==> src/hw/irbc_pkg.sv <==
// Shared constants, register map and state encoding of the rate and bus block.
package irbc_pkg;

    // ------------------------------------------------------------------
    // Bus widths and register map
    // ------------------------------------------------------------------
    localparam int          ADDR_W    = 4;
    localparam int          DATA_W    = 32;
    localparam int          REG_W     = 8;
    localparam int          PAD_W     = DATA_W - REG_W;
    localparam logic [3:0]  ADDR_IFC1 = 4'h0;
    localparam logic [3:0]  ADDR_BCC  = 4'h4;
    localparam logic [1:0]  RESP_OKAY   = 2'h0;
    localparam logic [1:0]  RESP_SLVERR = 2'h2;

    // ------------------------------------------------------------------
    // Field positions and reset values
    // ------------------------------------------------------------------
    localparam int          IFC_ENABLE   = 7;
    localparam int          IFC_SYNC_FMT = 6;
    localparam int          IFC_MASTER   = 5;
    localparam int          IFC_RATE_LSB = 0;
    localparam int          RATE_W       = 4;
    localparam int          RATE_TOP     = 3;
    localparam int          BCC_BUSY     = 7;
    localparam int          BCC_INHIBIT  = 6;
    localparam int          BCC_SDA_LVL  = 5;
    localparam int          BCC_SDA_WP   = 4;
    localparam logic [7:0]  IFC1_RESET   = 8'h00;
    localparam logic        SDA_LVL_RESET = 1'b1;
    localparam logic        READ_ONE     = 1'b1;
    localparam logic        READ_ZERO    = 1'b0;
    localparam logic        PIN_LOW      = 1'b0;

    // ------------------------------------------------------------------
    // Transfer clock divisors, index is the 4-bit rate select
    // ------------------------------------------------------------------
    localparam int          DIV_W = 9;
    localparam int          HALF_W = 8;
    localparam logic [15:0][8:0] RATE_DIV = {
        9'h100, 9'h0E0, 9'h0C8, 9'h0A0, 9'h080, 9'h060, 9'h050, 9'h038,
        9'h080, 9'h070, 9'h064, 9'h050, 9'h040, 9'h030, 9'h028, 9'h01C
    };

    // ------------------------------------------------------------------
    // Start and stop sequencer states
    // ------------------------------------------------------------------
    typedef enum logic [2:0] {
        IRBC_IDLE       = 3'b000,
        IRBC_ST_REL_SDA = 3'b001,
        IRBC_ST_REL_SCL = 3'b010,
        IRBC_ST_SDA_LOW = 3'b011,
        IRBC_ST_SCL_LOW = 3'b100,
        IRBC_SP_SDA_LOW = 3'b101,
        IRBC_SP_REL_SCL = 3'b110,
        IRBC_SP_REL_SDA = 3'b111
    } irbc_state_t;

endpackage

==> src/hw/irbc_ctrl.sv <==
// Register slave, bus condition detector and start/stop generator.
//
// Functional notes
// - Top select 0: divide by 28..128.
// - Top select 1: divide by 56..256.
// - SDA fall with SCL high sets busy.
// - SDA rise with SCL high clears busy.
// - Busy flag inert in clocked serial format.
// - Write busy 1, inhibit 0 starts.
// - Repeated start uses the same write.
// - Write busy 0, inhibit 0 stops.
// - Inhibit reads 1, writing 1 blocks.
// - Conditions generated only in master mode.
// - SDA level 0 drives low, 1 releases.
// - SDA level changes only with protect 0.
//
// The AXI4-Lite register port and the address map were chosen for this implementation.
`timescale 1ns/1ps
module irbc_ctrl
(
    input  wire logic        clock,
    input  wire logic        rst_n,
    input  wire logic        ce,
    input  wire logic [3:0]  s_axi_awaddr,
    input  wire logic        s_axi_awvalid,
    output logic             s_axi_awready,
    input  wire logic [31:0] s_axi_wdata,
    input  wire logic [3:0]  s_axi_wstrb,
    input  wire logic        s_axi_wvalid,
    output logic             s_axi_wready,
    output logic [1:0]       s_axi_bresp,
    output logic             s_axi_bvalid,
    input  wire logic        s_axi_bready,
    input  wire logic [3:0]  s_axi_araddr,
    input  wire logic        s_axi_arvalid,
    output logic             s_axi_arready,
    output logic [31:0]      s_axi_rdata,
    output logic [1:0]       s_axi_rresp,
    output logic             s_axi_rvalid,
    input  wire logic        s_axi_rready,
    input  wire logic        scl_i,
    output logic             scl_o,
    output logic             scl_oe,
    input  wire logic        sda_i,
    output logic             sda_o,
    output logic             sda_oe
);

    irbc_pkg::irbc_state_t state_reg;
    irbc_pkg::irbc_state_t state_next;
    logic [3:0]  aw_addr_reg;
    logic        aw_full_reg;
    logic [31:0] w_data_reg;
    logic        w_strb_reg;
    logic        w_full_reg;
    logic [7:0]  ifc1_reg;
    logic        busy_reg;
    logic        sda_lvl_reg;
    logic        sda_prev_reg;
    logic        scl_hold_reg;
    logic        sda_hold_reg;
    logic        scl_s;
    logic        sda_s;
    logic        tick;
    logic        aw_take;
    logic        w_take;
    logic        ar_take;
    logic        do_write;
    logic        wr_ifc1;
    logic        wr_bcc;
    logic        wr_mapped;
    logic        rd_mapped;
    logic        start_det;
    logic        stop_det;
    logic        i2c_fmt;
    logic        master;
    logic        enable;
    logic        cond_ok;
    logic        req_start;
    logic        req_stop;
    logic        scl_low_w;
    logic        sda_low_w;
    logic        rvalid_next;
    logic [7:0]  bcc_rd;
    logic [31:0] rd_word;

    // ------------------------------------------------------------------
    // Pin synchronisers and rate divider
    // ------------------------------------------------------------------
    irbc_sync u_sync_scl
    (
        .clock (clock),
        .rst_n (rst_n),
        .ce    (ce),
        .d     (scl_i),
        .q     (scl_s)
    );

    irbc_sync u_sync_sda
    (
        .clock (clock),
        .rst_n (rst_n),
        .ce    (ce),
        .d     (sda_i),
        .q     (sda_s)
    );

    irbc_rate_div u_div
    (
        .clock    (clock),
        .rst_n    (rst_n),
        .ce       (ce),
        .run      (state_reg != irbc_pkg::IRBC_IDLE),
        .rate_sel (ifc1_reg[irbc_pkg::IFC_RATE_LSB +: irbc_pkg::RATE_W]),
        .tick     (tick)
    );

    // ------------------------------------------------------------------
    // Register bus decode
    // ------------------------------------------------------------------
    assign aw_take   = s_axi_awvalid && s_axi_awready;
    assign w_take    = s_axi_wvalid && s_axi_wready;
    assign ar_take   = s_axi_arvalid && s_axi_arready;
    assign do_write  = aw_full_reg && w_full_reg && !s_axi_bvalid;
    assign wr_mapped = (aw_addr_reg == irbc_pkg::ADDR_IFC1)
                    || (aw_addr_reg == irbc_pkg::ADDR_BCC);
    assign rd_mapped = (s_axi_araddr == irbc_pkg::ADDR_IFC1)
                    || (s_axi_araddr == irbc_pkg::ADDR_BCC);
    assign wr_ifc1   = do_write && w_strb_reg
                    && (aw_addr_reg == irbc_pkg::ADDR_IFC1);
    assign wr_bcc    = do_write && w_strb_reg
                    && (aw_addr_reg == irbc_pkg::ADDR_BCC);
    assign rvalid_next = ar_take || (s_axi_rvalid && !s_axi_rready);

    assign bcc_rd  = {busy_reg, irbc_pkg::READ_ONE, !sda_oe,
                      irbc_pkg::READ_ONE, !scl_oe, irbc_pkg::READ_ONE,
                      irbc_pkg::READ_ZERO, irbc_pkg::READ_ONE};
    assign rd_word = (s_axi_araddr == irbc_pkg::ADDR_BCC)
                   ? {{irbc_pkg::PAD_W{1'b0}}, bcc_rd}
                   : (s_axi_araddr == irbc_pkg::ADDR_IFC1)
                   ? {{irbc_pkg::PAD_W{1'b0}}, ifc1_reg}
                   : {irbc_pkg::DATA_W{1'b0}};

    always_ff @(posedge clock or negedge rst_n)
    begin
        if (!rst_n)
        begin
            aw_full_reg   <= 1'b0;
            w_full_reg    <= 1'b0;
            aw_addr_reg   <= 4'h0;
            w_data_reg    <= 32'h0000_0000;
            w_strb_reg    <= 1'b0;
            s_axi_awready <= 1'b1;
            s_axi_wready  <= 1'b1;
            s_axi_bvalid  <= 1'b0;
            s_axi_bresp   <= irbc_pkg::RESP_OKAY;
        end
        else if (ce)
        begin
            aw_full_reg   <= (aw_full_reg || aw_take) && !do_write;
            w_full_reg    <= (w_full_reg || w_take) && !do_write;
            s_axi_awready <= !((aw_full_reg || aw_take) && !do_write);
            s_axi_wready  <= !((w_full_reg || w_take) && !do_write);
            if (aw_take)
                aw_addr_reg <= s_axi_awaddr;
            if (w_take)
            begin
                w_data_reg <= s_axi_wdata;
                w_strb_reg <= s_axi_wstrb[0];
            end
            if (do_write)
            begin
                s_axi_bvalid <= 1'b1;
                s_axi_bresp  <= wr_mapped ? irbc_pkg::RESP_OKAY
                                          : irbc_pkg::RESP_SLVERR;
            end
            else if (s_axi_bready)
                s_axi_bvalid <= 1'b0;
        end
    end

    always_ff @(posedge clock or negedge rst_n)
    begin
        if (!rst_n)
        begin
            s_axi_arready <= 1'b1;
            s_axi_rvalid  <= 1'b0;
            s_axi_rdata   <= 32'h0000_0000;
            s_axi_rresp   <= irbc_pkg::RESP_OKAY;
        end
        else if (ce)
        begin
            s_axi_rvalid  <= rvalid_next;
            s_axi_arready <= !rvalid_next;
            if (ar_take)
            begin
                s_axi_rdata <= rd_word;
                s_axi_rresp <= rd_mapped ? irbc_pkg::RESP_OKAY
                                         : irbc_pkg::RESP_SLVERR;
            end
        end
    end

    // ------------------------------------------------------------------
    // Control registers and bus condition detection
    // ------------------------------------------------------------------
    assign enable  = ifc1_reg[irbc_pkg::IFC_ENABLE];
    assign master  = ifc1_reg[irbc_pkg::IFC_MASTER];
    assign i2c_fmt = !ifc1_reg[irbc_pkg::IFC_SYNC_FMT];
    assign start_det = scl_s && sda_prev_reg && !sda_s;
    assign stop_det  = scl_s && !sda_prev_reg && sda_s;

    assign cond_ok   = wr_bcc && !w_data_reg[irbc_pkg::BCC_INHIBIT]
                    && master && i2c_fmt && enable
                    && (state_reg == irbc_pkg::IRBC_IDLE);
    assign req_start = cond_ok && w_data_reg[irbc_pkg::BCC_BUSY];
    assign req_stop  = cond_ok && !w_data_reg[irbc_pkg::BCC_BUSY];

    always_ff @(posedge clock or negedge rst_n)
    begin
        if (!rst_n)
        begin
            ifc1_reg     <= irbc_pkg::IFC1_RESET;
            sda_lvl_reg  <= irbc_pkg::SDA_LVL_RESET;
            busy_reg     <= 1'b0;
            sda_prev_reg <= 1'b1;
        end
        else if (ce)
        begin
            sda_prev_reg <= sda_s;
            if (wr_ifc1)
                ifc1_reg <= w_data_reg[irbc_pkg::REG_W-1:0];
            if (wr_bcc && !w_data_reg[irbc_pkg::BCC_SDA_WP])
                sda_lvl_reg <= w_data_reg[irbc_pkg::BCC_SDA_LVL];
            if (i2c_fmt && start_det)
                busy_reg <= 1'b1;
            else if (i2c_fmt && stop_det)
                busy_reg <= 1'b0;
        end
    end

    // ------------------------------------------------------------------
    // Start and stop sequencer
    // ------------------------------------------------------------------
    // condition waveforms
    always_comb
    begin
        state_next = state_reg;
        scl_low_w  = 1'b0;
        sda_low_w  = 1'b0;
        case (state_reg)
            irbc_pkg::IRBC_IDLE:
            begin
                scl_low_w = scl_hold_reg;
                sda_low_w = sda_hold_reg;
                if (req_start)
                    state_next = irbc_pkg::IRBC_ST_REL_SDA;
                else if (req_stop)
                    state_next = irbc_pkg::IRBC_SP_SDA_LOW;
            end
            irbc_pkg::IRBC_ST_REL_SDA:
            begin
                scl_low_w = scl_hold_reg;
                if (tick)
                    state_next = irbc_pkg::IRBC_ST_REL_SCL;
            end
            irbc_pkg::IRBC_ST_REL_SCL:
            begin
                if (tick)
                    state_next = irbc_pkg::IRBC_ST_SDA_LOW;
            end
            irbc_pkg::IRBC_ST_SDA_LOW:
            begin
                sda_low_w = 1'b1;
                if (tick)
                    state_next = irbc_pkg::IRBC_ST_SCL_LOW;
            end
            irbc_pkg::IRBC_ST_SCL_LOW:
            begin
                scl_low_w = 1'b1;
                sda_low_w = 1'b1;
                if (tick)
                    state_next = irbc_pkg::IRBC_IDLE;
            end
            irbc_pkg::IRBC_SP_SDA_LOW:
            begin
                scl_low_w = 1'b1;
                sda_low_w = 1'b1;
                if (tick)
                    state_next = irbc_pkg::IRBC_SP_REL_SCL;
            end
            irbc_pkg::IRBC_SP_REL_SCL:
            begin
                sda_low_w = 1'b1;
                if (tick)
                    state_next = irbc_pkg::IRBC_SP_REL_SDA;
            end
            irbc_pkg::IRBC_SP_REL_SDA:
            begin
                if (tick)
                    state_next = irbc_pkg::IRBC_IDLE;
            end
            default:
                state_next = irbc_pkg::IRBC_IDLE;
        endcase
    end

    // Both lines stay held low after a start so that the shifter owns them.
    always_ff @(posedge clock or negedge rst_n)
    begin
        if (!rst_n)
        begin
            state_reg    <= irbc_pkg::IRBC_IDLE;
            scl_hold_reg <= 1'b0;
            sda_hold_reg <= 1'b0;
            scl_oe       <= 1'b0;
            sda_oe       <= 1'b0;
            scl_o        <= irbc_pkg::PIN_LOW;
            sda_o        <= irbc_pkg::PIN_LOW;
        end
        else if (ce)
        begin
            state_reg <= state_next;
            if (state_reg != irbc_pkg::IRBC_IDLE
                && state_next == irbc_pkg::IRBC_IDLE)
            begin
                scl_hold_reg <= scl_low_w;
                sda_hold_reg <= sda_low_w;
            end
            scl_oe <= enable && scl_low_w;
            sda_oe <= enable && (sda_low_w || !sda_lvl_reg);
            scl_o  <= irbc_pkg::PIN_LOW;
            sda_o  <= irbc_pkg::PIN_LOW;
        end
    end
endmodule

==> src/hw/irbc_rate_div.sv <==
// Half-period tick generator for the master transfer clock.
`timescale 1ns/1ps
module irbc_rate_div
(
    input  wire logic       clock,
    input  wire logic       rst_n,
    input  wire logic       ce,
    input  wire logic       run,
    input  wire logic [3:0] rate_sel,
    output logic            tick
);

    logic [7:0] cnt_reg;
    logic [7:0] gap_reg;
    logic [8:0] div_w;
    logic [7:0] half_w;
    logic       wrap_w;

    // ------------------------------------------------------------------
    // Divider
    // ------------------------------------------------------------------
    // divisor lookup
    assign div_w  = irbc_pkg::RATE_DIV[rate_sel];
    assign half_w = div_w[irbc_pkg::DIV_W-1:1];
    assign wrap_w = (cnt_reg == half_w - 8'h01);

    always_ff @(posedge clock or negedge rst_n)
    begin
        if (!rst_n)
        begin
            cnt_reg <= 8'h00;
            tick    <= 1'b0;
        end
        else if (ce)
        begin
            cnt_reg <= (!run || wrap_w) ? 8'h00 : cnt_reg + 8'h01;
            tick    <= run && wrap_w;
        end
    end

    // ------------------------------------------------------------------
    // Checks
    // ------------------------------------------------------------------
    always_ff @(posedge clock or negedge rst_n)
    begin
        if (!rst_n)
            gap_reg <= 8'h00;
        else if (ce)
            gap_reg <= !run ? 8'h00 : (tick ? 8'h01 : gap_reg + 8'h01);
    end
endmodule

==> src/hw/irbc_sync.sv <==
// Two-flop synchroniser for one bus pin input.
`timescale 1ns/1ps
module irbc_sync
(
    input  wire logic clock,
    input  wire logic rst_n,
    input  wire logic ce,
    input  wire logic d,
    output logic      q
);

    logic meta_reg;

    // ------------------------------------------------------------------
    // Synchroniser
    // ------------------------------------------------------------------
    // pin synchronisation
    always_ff @(posedge clock or negedge rst_n)
    begin
        if (!rst_n)
        begin
            meta_reg <= 1'b1;
            q        <= 1'b1;
        end
        else if (ce)
        begin
            meta_reg <= d;
            q        <= meta_reg;
        end
    end

endmodule

==> config.mk <==
export PLATFORM = sky130hd
export DESIGN_NAME = irbc_ctrl
export DESIGN_NICKNAME = d
export VERILOG_FILES = /design/src/hw/irbc_pkg.sv /design/src/hw/irbc_ctrl.sv /design/src/hw/irbc_rate_div.sv /design/src/hw/irbc_sync.sv
export SDC_FILE = /design/constraint.sdc
export NUM_CORES = 1
export LEC_CHECK = 0
export ABC_AREA = 1
export ABC_CLOCK_PERIOD_IN_PS = 5690
export BUFFER_PORTS_ARGS = -buffer_cell sky130_fd_sc_hd__buf_2
export CORE_ASPECT_RATIO = 0.6
export CORE_UTILIZATION = 55
export CTS_CLUSTER_DIAMETER = 50
export DETAILED_ROUTE_END_ITERATION = 10
export PLACE_DENSITY = 0.84
export SLEW_MARGIN = 20
export SYNTH_ARGS = -nofsm -noshare
export SYNTH_HDL_FRONTEND = slang
export SYNTH_SLANG_ARGS = --single-unit
==> constraint.sdc <==
create_clock -name clock -period 5.69 [get_ports clock]
set_input_delay 0.2845 -clock clock [delete_from_list [all_inputs] [get_ports clock]]
set_output_delay 0.2845 -clock clock [all_outputs]
set_load 0.1 [all_outputs]
# Word-level counts from Yosys, hierarchy flattened
# Memory sizes are Yosys's and may differ from the RTL's.
# Cells that the tools add are included.
[op_classes]
n_mux = 21
n_reduce_logical = 72
addsub = 2
eq_ne = 10
n_lt_le_gt_ge = 1
[ops]
columns = ["operator", "count"]
rows = [
  ["1-bit logical AND", 29],
  ["3-bit two-way mux", 8],
  ["8-bit two-way mux", 3],
  ["3-bit case mux with 7 select lines", 1],
  ["2-bit AND reduction", 9],
  ["1-bit logical NOT", 16],
  ["3-bit == test, second input constant", 4],
  ["9-bit two-way mux", 1],
  ["8-bit by 1-bit adder with 8-bit output, second input constant", 1],
  ["4-bit by 3-bit == test with 1-bit output, second input constant", 2],
  ["8-bit == test", 1],
  ["4-bit logical NOT", 2],
  ["8-bit by 1-bit subtractor with 8-bit output, second input constant", 1],
  ["1-bit logical OR", 7],
  ["3-bit by 2-bit == test with 1-bit output, second input constant", 2],
  ["3-bit logical NOT", 2],
  ["2-bit OR reduction", 3],
  ["4-bit by 5-bit < comparator with 1-bit output, second input constant", 1],
  ["1-bit two-way mux", 4],
  ["2-bit two-way mux", 2],
  ["1-bit case mux with 2 select lines", 2],
  ["2-bit nonzero test", 2],
  ["4-bit OR reduction", 1],
  ["3-bit by 1-bit == test with 1-bit output, second input constant", 1],
  ["3-bit nonzero test", 1],
]
[word_totals]
rom_bits = 144
word_cells = 135
output_inout_bits = 45
memories = 1
in_bits = 54
reg_bits = 87
[memory_table]
columns = ["memory", "depth", "width", "rd", "rd_clocked_by_memory_dff", "wr", "line_no", "text"]
rows = [
  ["(name not given)", 16, 9, 1, 0, 0, "irbc_rate_div.sv:23", "assign div_w = irbc_pkg::RATE_DIV[rate_sel];"],
]

# Logic depth before layout (Yosys ltp)
[logic_depth]
ltp_word = 16
depth_mapped = 18
mapped_depth_nobuf = 18

# Modules after synthesis
# A second synthesis with hierarchy kept.
[hier_totals]
hier_cells = 438
area_unflattened_um2 = 3532.1
[modules_own_cells]
columns = ["mod", "cells_per_inst", "seq_area_each_um2", "area_each_um2", "instances"]
rows = [
  ["irbc_ctrl", 271, 1207.4, 2388.5, 1],
  ["irbc_rate_div", 149, 225.2, 985.9, 1],
  ["irbc_sync", 9, 52.6, 78.8, 2],
]

# Worst setup path after synthesis
# No wires, ideal clock.
[synth_timing]
path_type = "register to register"
start = "reg ifc1_reg[0]"
end = "reg u_div.cnt_reg[2]"
setup_slack_ns = 3.633
path_buffers = 0
period_less_slack_ns = 2.057
arrival_time_ns = 1.924
stages_incl_launch_ff = 14
setup_time_ns = 0.132
path_cell_list = "dfrtp_1 -> inv_1 -> ha_1 -> nand2_1 -> nand2_1 -> nand2_2 -> ha_1 -> xnor2_1 -> nor2_1 -> nand3_1 -> nor2_1 -> nand3_2 -> o21bai_4 -> a21oi_1"
[synth_between]
elab_chain_len = 6
[synth_lines]
columns = ["item", "line_no", "text"]
rows = [
  ["start: declaration", "irbc_ctrl.sv:56", "logic [7:0] ifc1_reg;"],
  ["start signal: assignment", "irbc_ctrl.sv:223", "ifc1_reg <= irbc_pkg::IFC1_RESET;"],
  ["start signal: assignment", "irbc_ctrl.sv:232", "ifc1_reg <= w_data_reg[irbc_pkg::REG_W-1:0];"],
  ["memory read 16 x 9 bit", "n/a", ""],
  ["9-bit two-way mux (implied by the code)", "irbc_rate_div.sv:23", ""],
  ["8-bit by 1-bit subtractor with 8-bit output", "irbc_rate_div.sv:25", "assign wrap_w = (cnt_reg == half_w - 8'h01);"],
  ["8-bit == test", "irbc_rate_div.sv:25", ""],
  ["1-bit logical OR", "irbc_rate_div.sv:36", "cnt_reg <= (!run || wrap_w) ? 8'h00 : cnt_reg + 8'h01;"],
  ["8-bit two-way mux", "irbc_rate_div.sv:36", ""],
  ["end signal: assignment", "irbc_rate_div.sv:36", ""],
  ["end: declaration", "irbc_rate_div.sv:13", "logic [7:0] cnt_reg;"],
]
# No other way between the ends. The select of a mux whose other input is x is not followed.
# A chain may end at the register's enable or synchronous reset.

# Final worst setup path
[layout_timing]
start = "reg ifc1_reg[0]"
end = "reg u_div.cnt_reg[4]"
# The elaborated chain is that of the path after synthesis.

==> flow_metrics.tcl <==
set metrics [dict create \
    ys_seq_area_share_pct 46.6 \
    drtAntennaViolNets 0 \
    timing.fmax_ghz 0.385 \
    ctsResizeCount 0 \
    yosysUniqueCellTypes 34 \
    dieWidth_um 102 \
    antenna_cells 0 \
    die_h_um 62.0 \
    drc 0 \
    core_area_um2 5680 \
    setup_viol 0 \
    cp.required_ns 5.90 \
    status "completed" \
    finalHoldViolCount 0 \
    die_area_um2 6330 \
    power_density_nw_per_um2 556 \
    initial_core_util_pct 58.2 \
    fin_worst_skew_ns 0.00959 \
    report.final.slew_viol_count 0 \
    start_kind "flop" \
    finalCritPeriodShare_pct 45.7 \
    cts_made_buffers 9 \
    vias_per_cell 5.09 \
    cts_hold_buf 0 \
    fin_ws_ns 3.09 \
    max-slew-margin-rel_pct 47.9 \
    max_cap_violations 0 \
    cts-root-buf "clkbuf_8" \
    arrival_ns 2.80 \
    irDropWorstVdd_v 0.000464 \
    grt_max_degree 62 \
    via_count 2808 \
    routed_wl_mm 7.23 \
    critPathCaptureType "flop" \
    final_cell_area_um2 3670 \
    rsz0062_at_grt "false" \
    postSynthAreaPerCell_um2 7.82 \
    crit_type "flop to flop" \
    grt_usage_pct 26.5 \
    leakagePower_uw 0.00195 \
    cts_buffer_depth 2 \
    placed_cell_area_um2 3470 \
    drive_above_1_share_pct 16.3 \
    num_rows 21 \
    pre_cts_slack_ns 3.17 \
    fillerInstances 502 \
    place_hpwl_mm 5.38 \
    synth-seq-cells 61 \
    worst_slew_pin_slew_ns 0.776 \
    ioPinCount 99 \
    final_nets 526 \
    yosysWarningCount 0 \
    netlist_area_um2 3300 \
    cts_tree "yes" \
    clk_latency_ns 0.34 \
    h-tree-depth 3 \
    grt_pass1_vias 2621 \
    io_buffers 43 \
    fin_tns_setup_ns 0 \
    drt_iter0_markers 130 \
    gp_congestion 0.851 \
    cts.reportedPaths.clkPinSlew_ns 0.07 \
    hold_path.class "input port to async pin" \
    wl_per_cell_um 13.1 \
    antenna_found_initial 0 \
    cts_sinks 61 \
    min_period_ns 2.60 \
    post_cts_buffers 0 \
    overflow 0 \
    drt_pass1_iterations 5 \
    syn2layout_area_growth_pct 11.3 \
    synthCells 422 \
    grt_pass1_wl_mm 12.2 \
    cp_max_fo 6 \
]
placed cells by master, fill, tap and decap left out:
master and instances:
clkinvlp_4 2, nand3_2 2, a31oi_1 1, a21oi_2 1
or2_2 1, nor4_1 1, nor3_1 8, dfrtp_1 52
inv_2 2, conb_1 28, clkbuf_8 11, nand3_1 16
inv_1 50, nand2_1 125, xor2_1 6, o21a_1 1
a221oi_1 1, o22ai_1 2, buf_4 2, o21bai_4 1
o21ai_0 34, o21ai_1 4, bufinv_16 1, nor2_1 26
nand3b_1 1, o31ai_1 2, nand2_2 2, clkbuf_1 2
o211ai_1 3, buf_2 43, ha_1 5, nand4_1 6
a21oi_1 17, xnor2_1 4, dfstp_2 9
through the flow:
step           std cells  power (uW)  util, %  hold WS (ns)
2_1_floorplan        449        1460        -       -0.0111
3_3_place_gp         536        1590     61.2         0.452
3_5_place_dp         536        1640     61.2         0.455
4_1_cts              552        2040     64.7         0.117
5_1_grt              552        2180     64.7         0.117
6_report             552        2040     64.7        0.0869
kinds of logic (layout without fill, tap and decap cells):
family,after synthesis,in the layout,share of synthesized area [%]
and+or+nand+nor,188,188,23.5
buffers and inverters,90,113,13.8
DFF,61,61,46.6
other,1,28,0.114
xor gates and xnor gates,10,10,2.65
adders and majority gates,5,5,1.90
AOI/OAI and AO/OA,67,67,11.4
synthesized netlist by cell type:
cell	number	share of area, %
nand3_2	2	0.61
o21ai_0	34	5.2
o21a_1	1	0.23
nor3_1	8	1.2
ha_1	5	1.9
nand3b_1	1	0.23
buf_2	2	0.30
nand3_1	16	2.4
inv_2	2	0.23
o21bai_4	1	0.57
dfrtp_1	52	39
inv_1	50	5.7
nand2_1	125	14
a31oi_1	1	0.19
o21ai_1	4	0.61
nor4_1	1	0.19
xor2_1	6	1.6
nand2_2	2	0.38
a21oi_1	17	2.6
xnor2_1	4	1.1
nand4_1	6	1.1
buf_4	29	6.6
a221oi_1	1	0.27
dfstp_2	9	7.2
clkbuf_1	4	0.45
o211ai_1	3	0.68
buf_6	1	0.34
a21oi_2	1	0.27
o22ai_1	2	0.38
o31ai_1	2	0.45
conb_1	1	0.11
or2_2	1	0.19
buf_1	2	0.23
nor2_1	26	3.0
worst max-delay path, cell delays in order (launching register included):
cell	delay (ns)
dfrtp_1	0.45
inv_1	0.13
ha_1	0.21
nand2_1	0.10
nand3_1	0.11
nand2_1	0.12
ha_1	0.22
inv_1	0.08
nor2_1	0.19
nand3_1	0.14
nand2_1	0.10
nand2_1	0.05
nand2_1	0.12
nand3_2	0.11
o21bai_4	0.22
a21oi_1	0.10
layout make-up:
cell class | instances | area (um2) | area share (%)
Tap cell | 80 | 100 | 2.72
Clock buffer | 13 | 159 | 4.32
Clock inverter | 3 | 45.0 | 1.23
Sequential cell | 61 | 1540 | 41.8
Inverter | 52 | 195 | 5.31
Timing Repair Buffer | 45 | 230 | 6.26
Multi-Input combinational cell | 298 | 1410 | 38.3
worst paths after layout:
| path | startpoint | slack [ns] | endpoint | depth (start not counted) |
|---|---|---|---|---|
| worst min-delay path | rst_n | 0.09 | w_data_reg[0] | 2 |
| worst max register to register | ifc1_reg[0] | 3.09 | u_div.cnt_reg[4] | 15 |
| min in group clock | sda_i | 0.13 | u_sync_sda.meta_reg | 3 |
| max in group asynchronous | rst_n | 5.10 | s_axi_rvalid | 2 |
| worst max-delay path | ifc1_reg[0] | 3.09 | u_div.cnt_reg[4] | 15 |
| worst min register to register | u_sync_scl.meta_reg | 0.46 | u_sync_scl.meta_reg | 2 |
power breakdown:
part / internal (uW) / total (uW) / switching, uW / leakage (uW)
Clock: 227 / 397 / 171 / 0.0000959
Sequential: 574 / 680 / 107 / 0.000754
Combinational: 242 / 966 / 724 / 0.00110
metal layers:
metal  track usage [%]  up-vias  share of wire [%]
met3              9.28       10                6.3
met5                 0        -                  0
met1              34.7     1333                 49
met2              42.5       86                 44
met4              7.96        0               0.87
li1                  -     1379                  -
No activity file was read; power rests on OpenSTA's default activity.
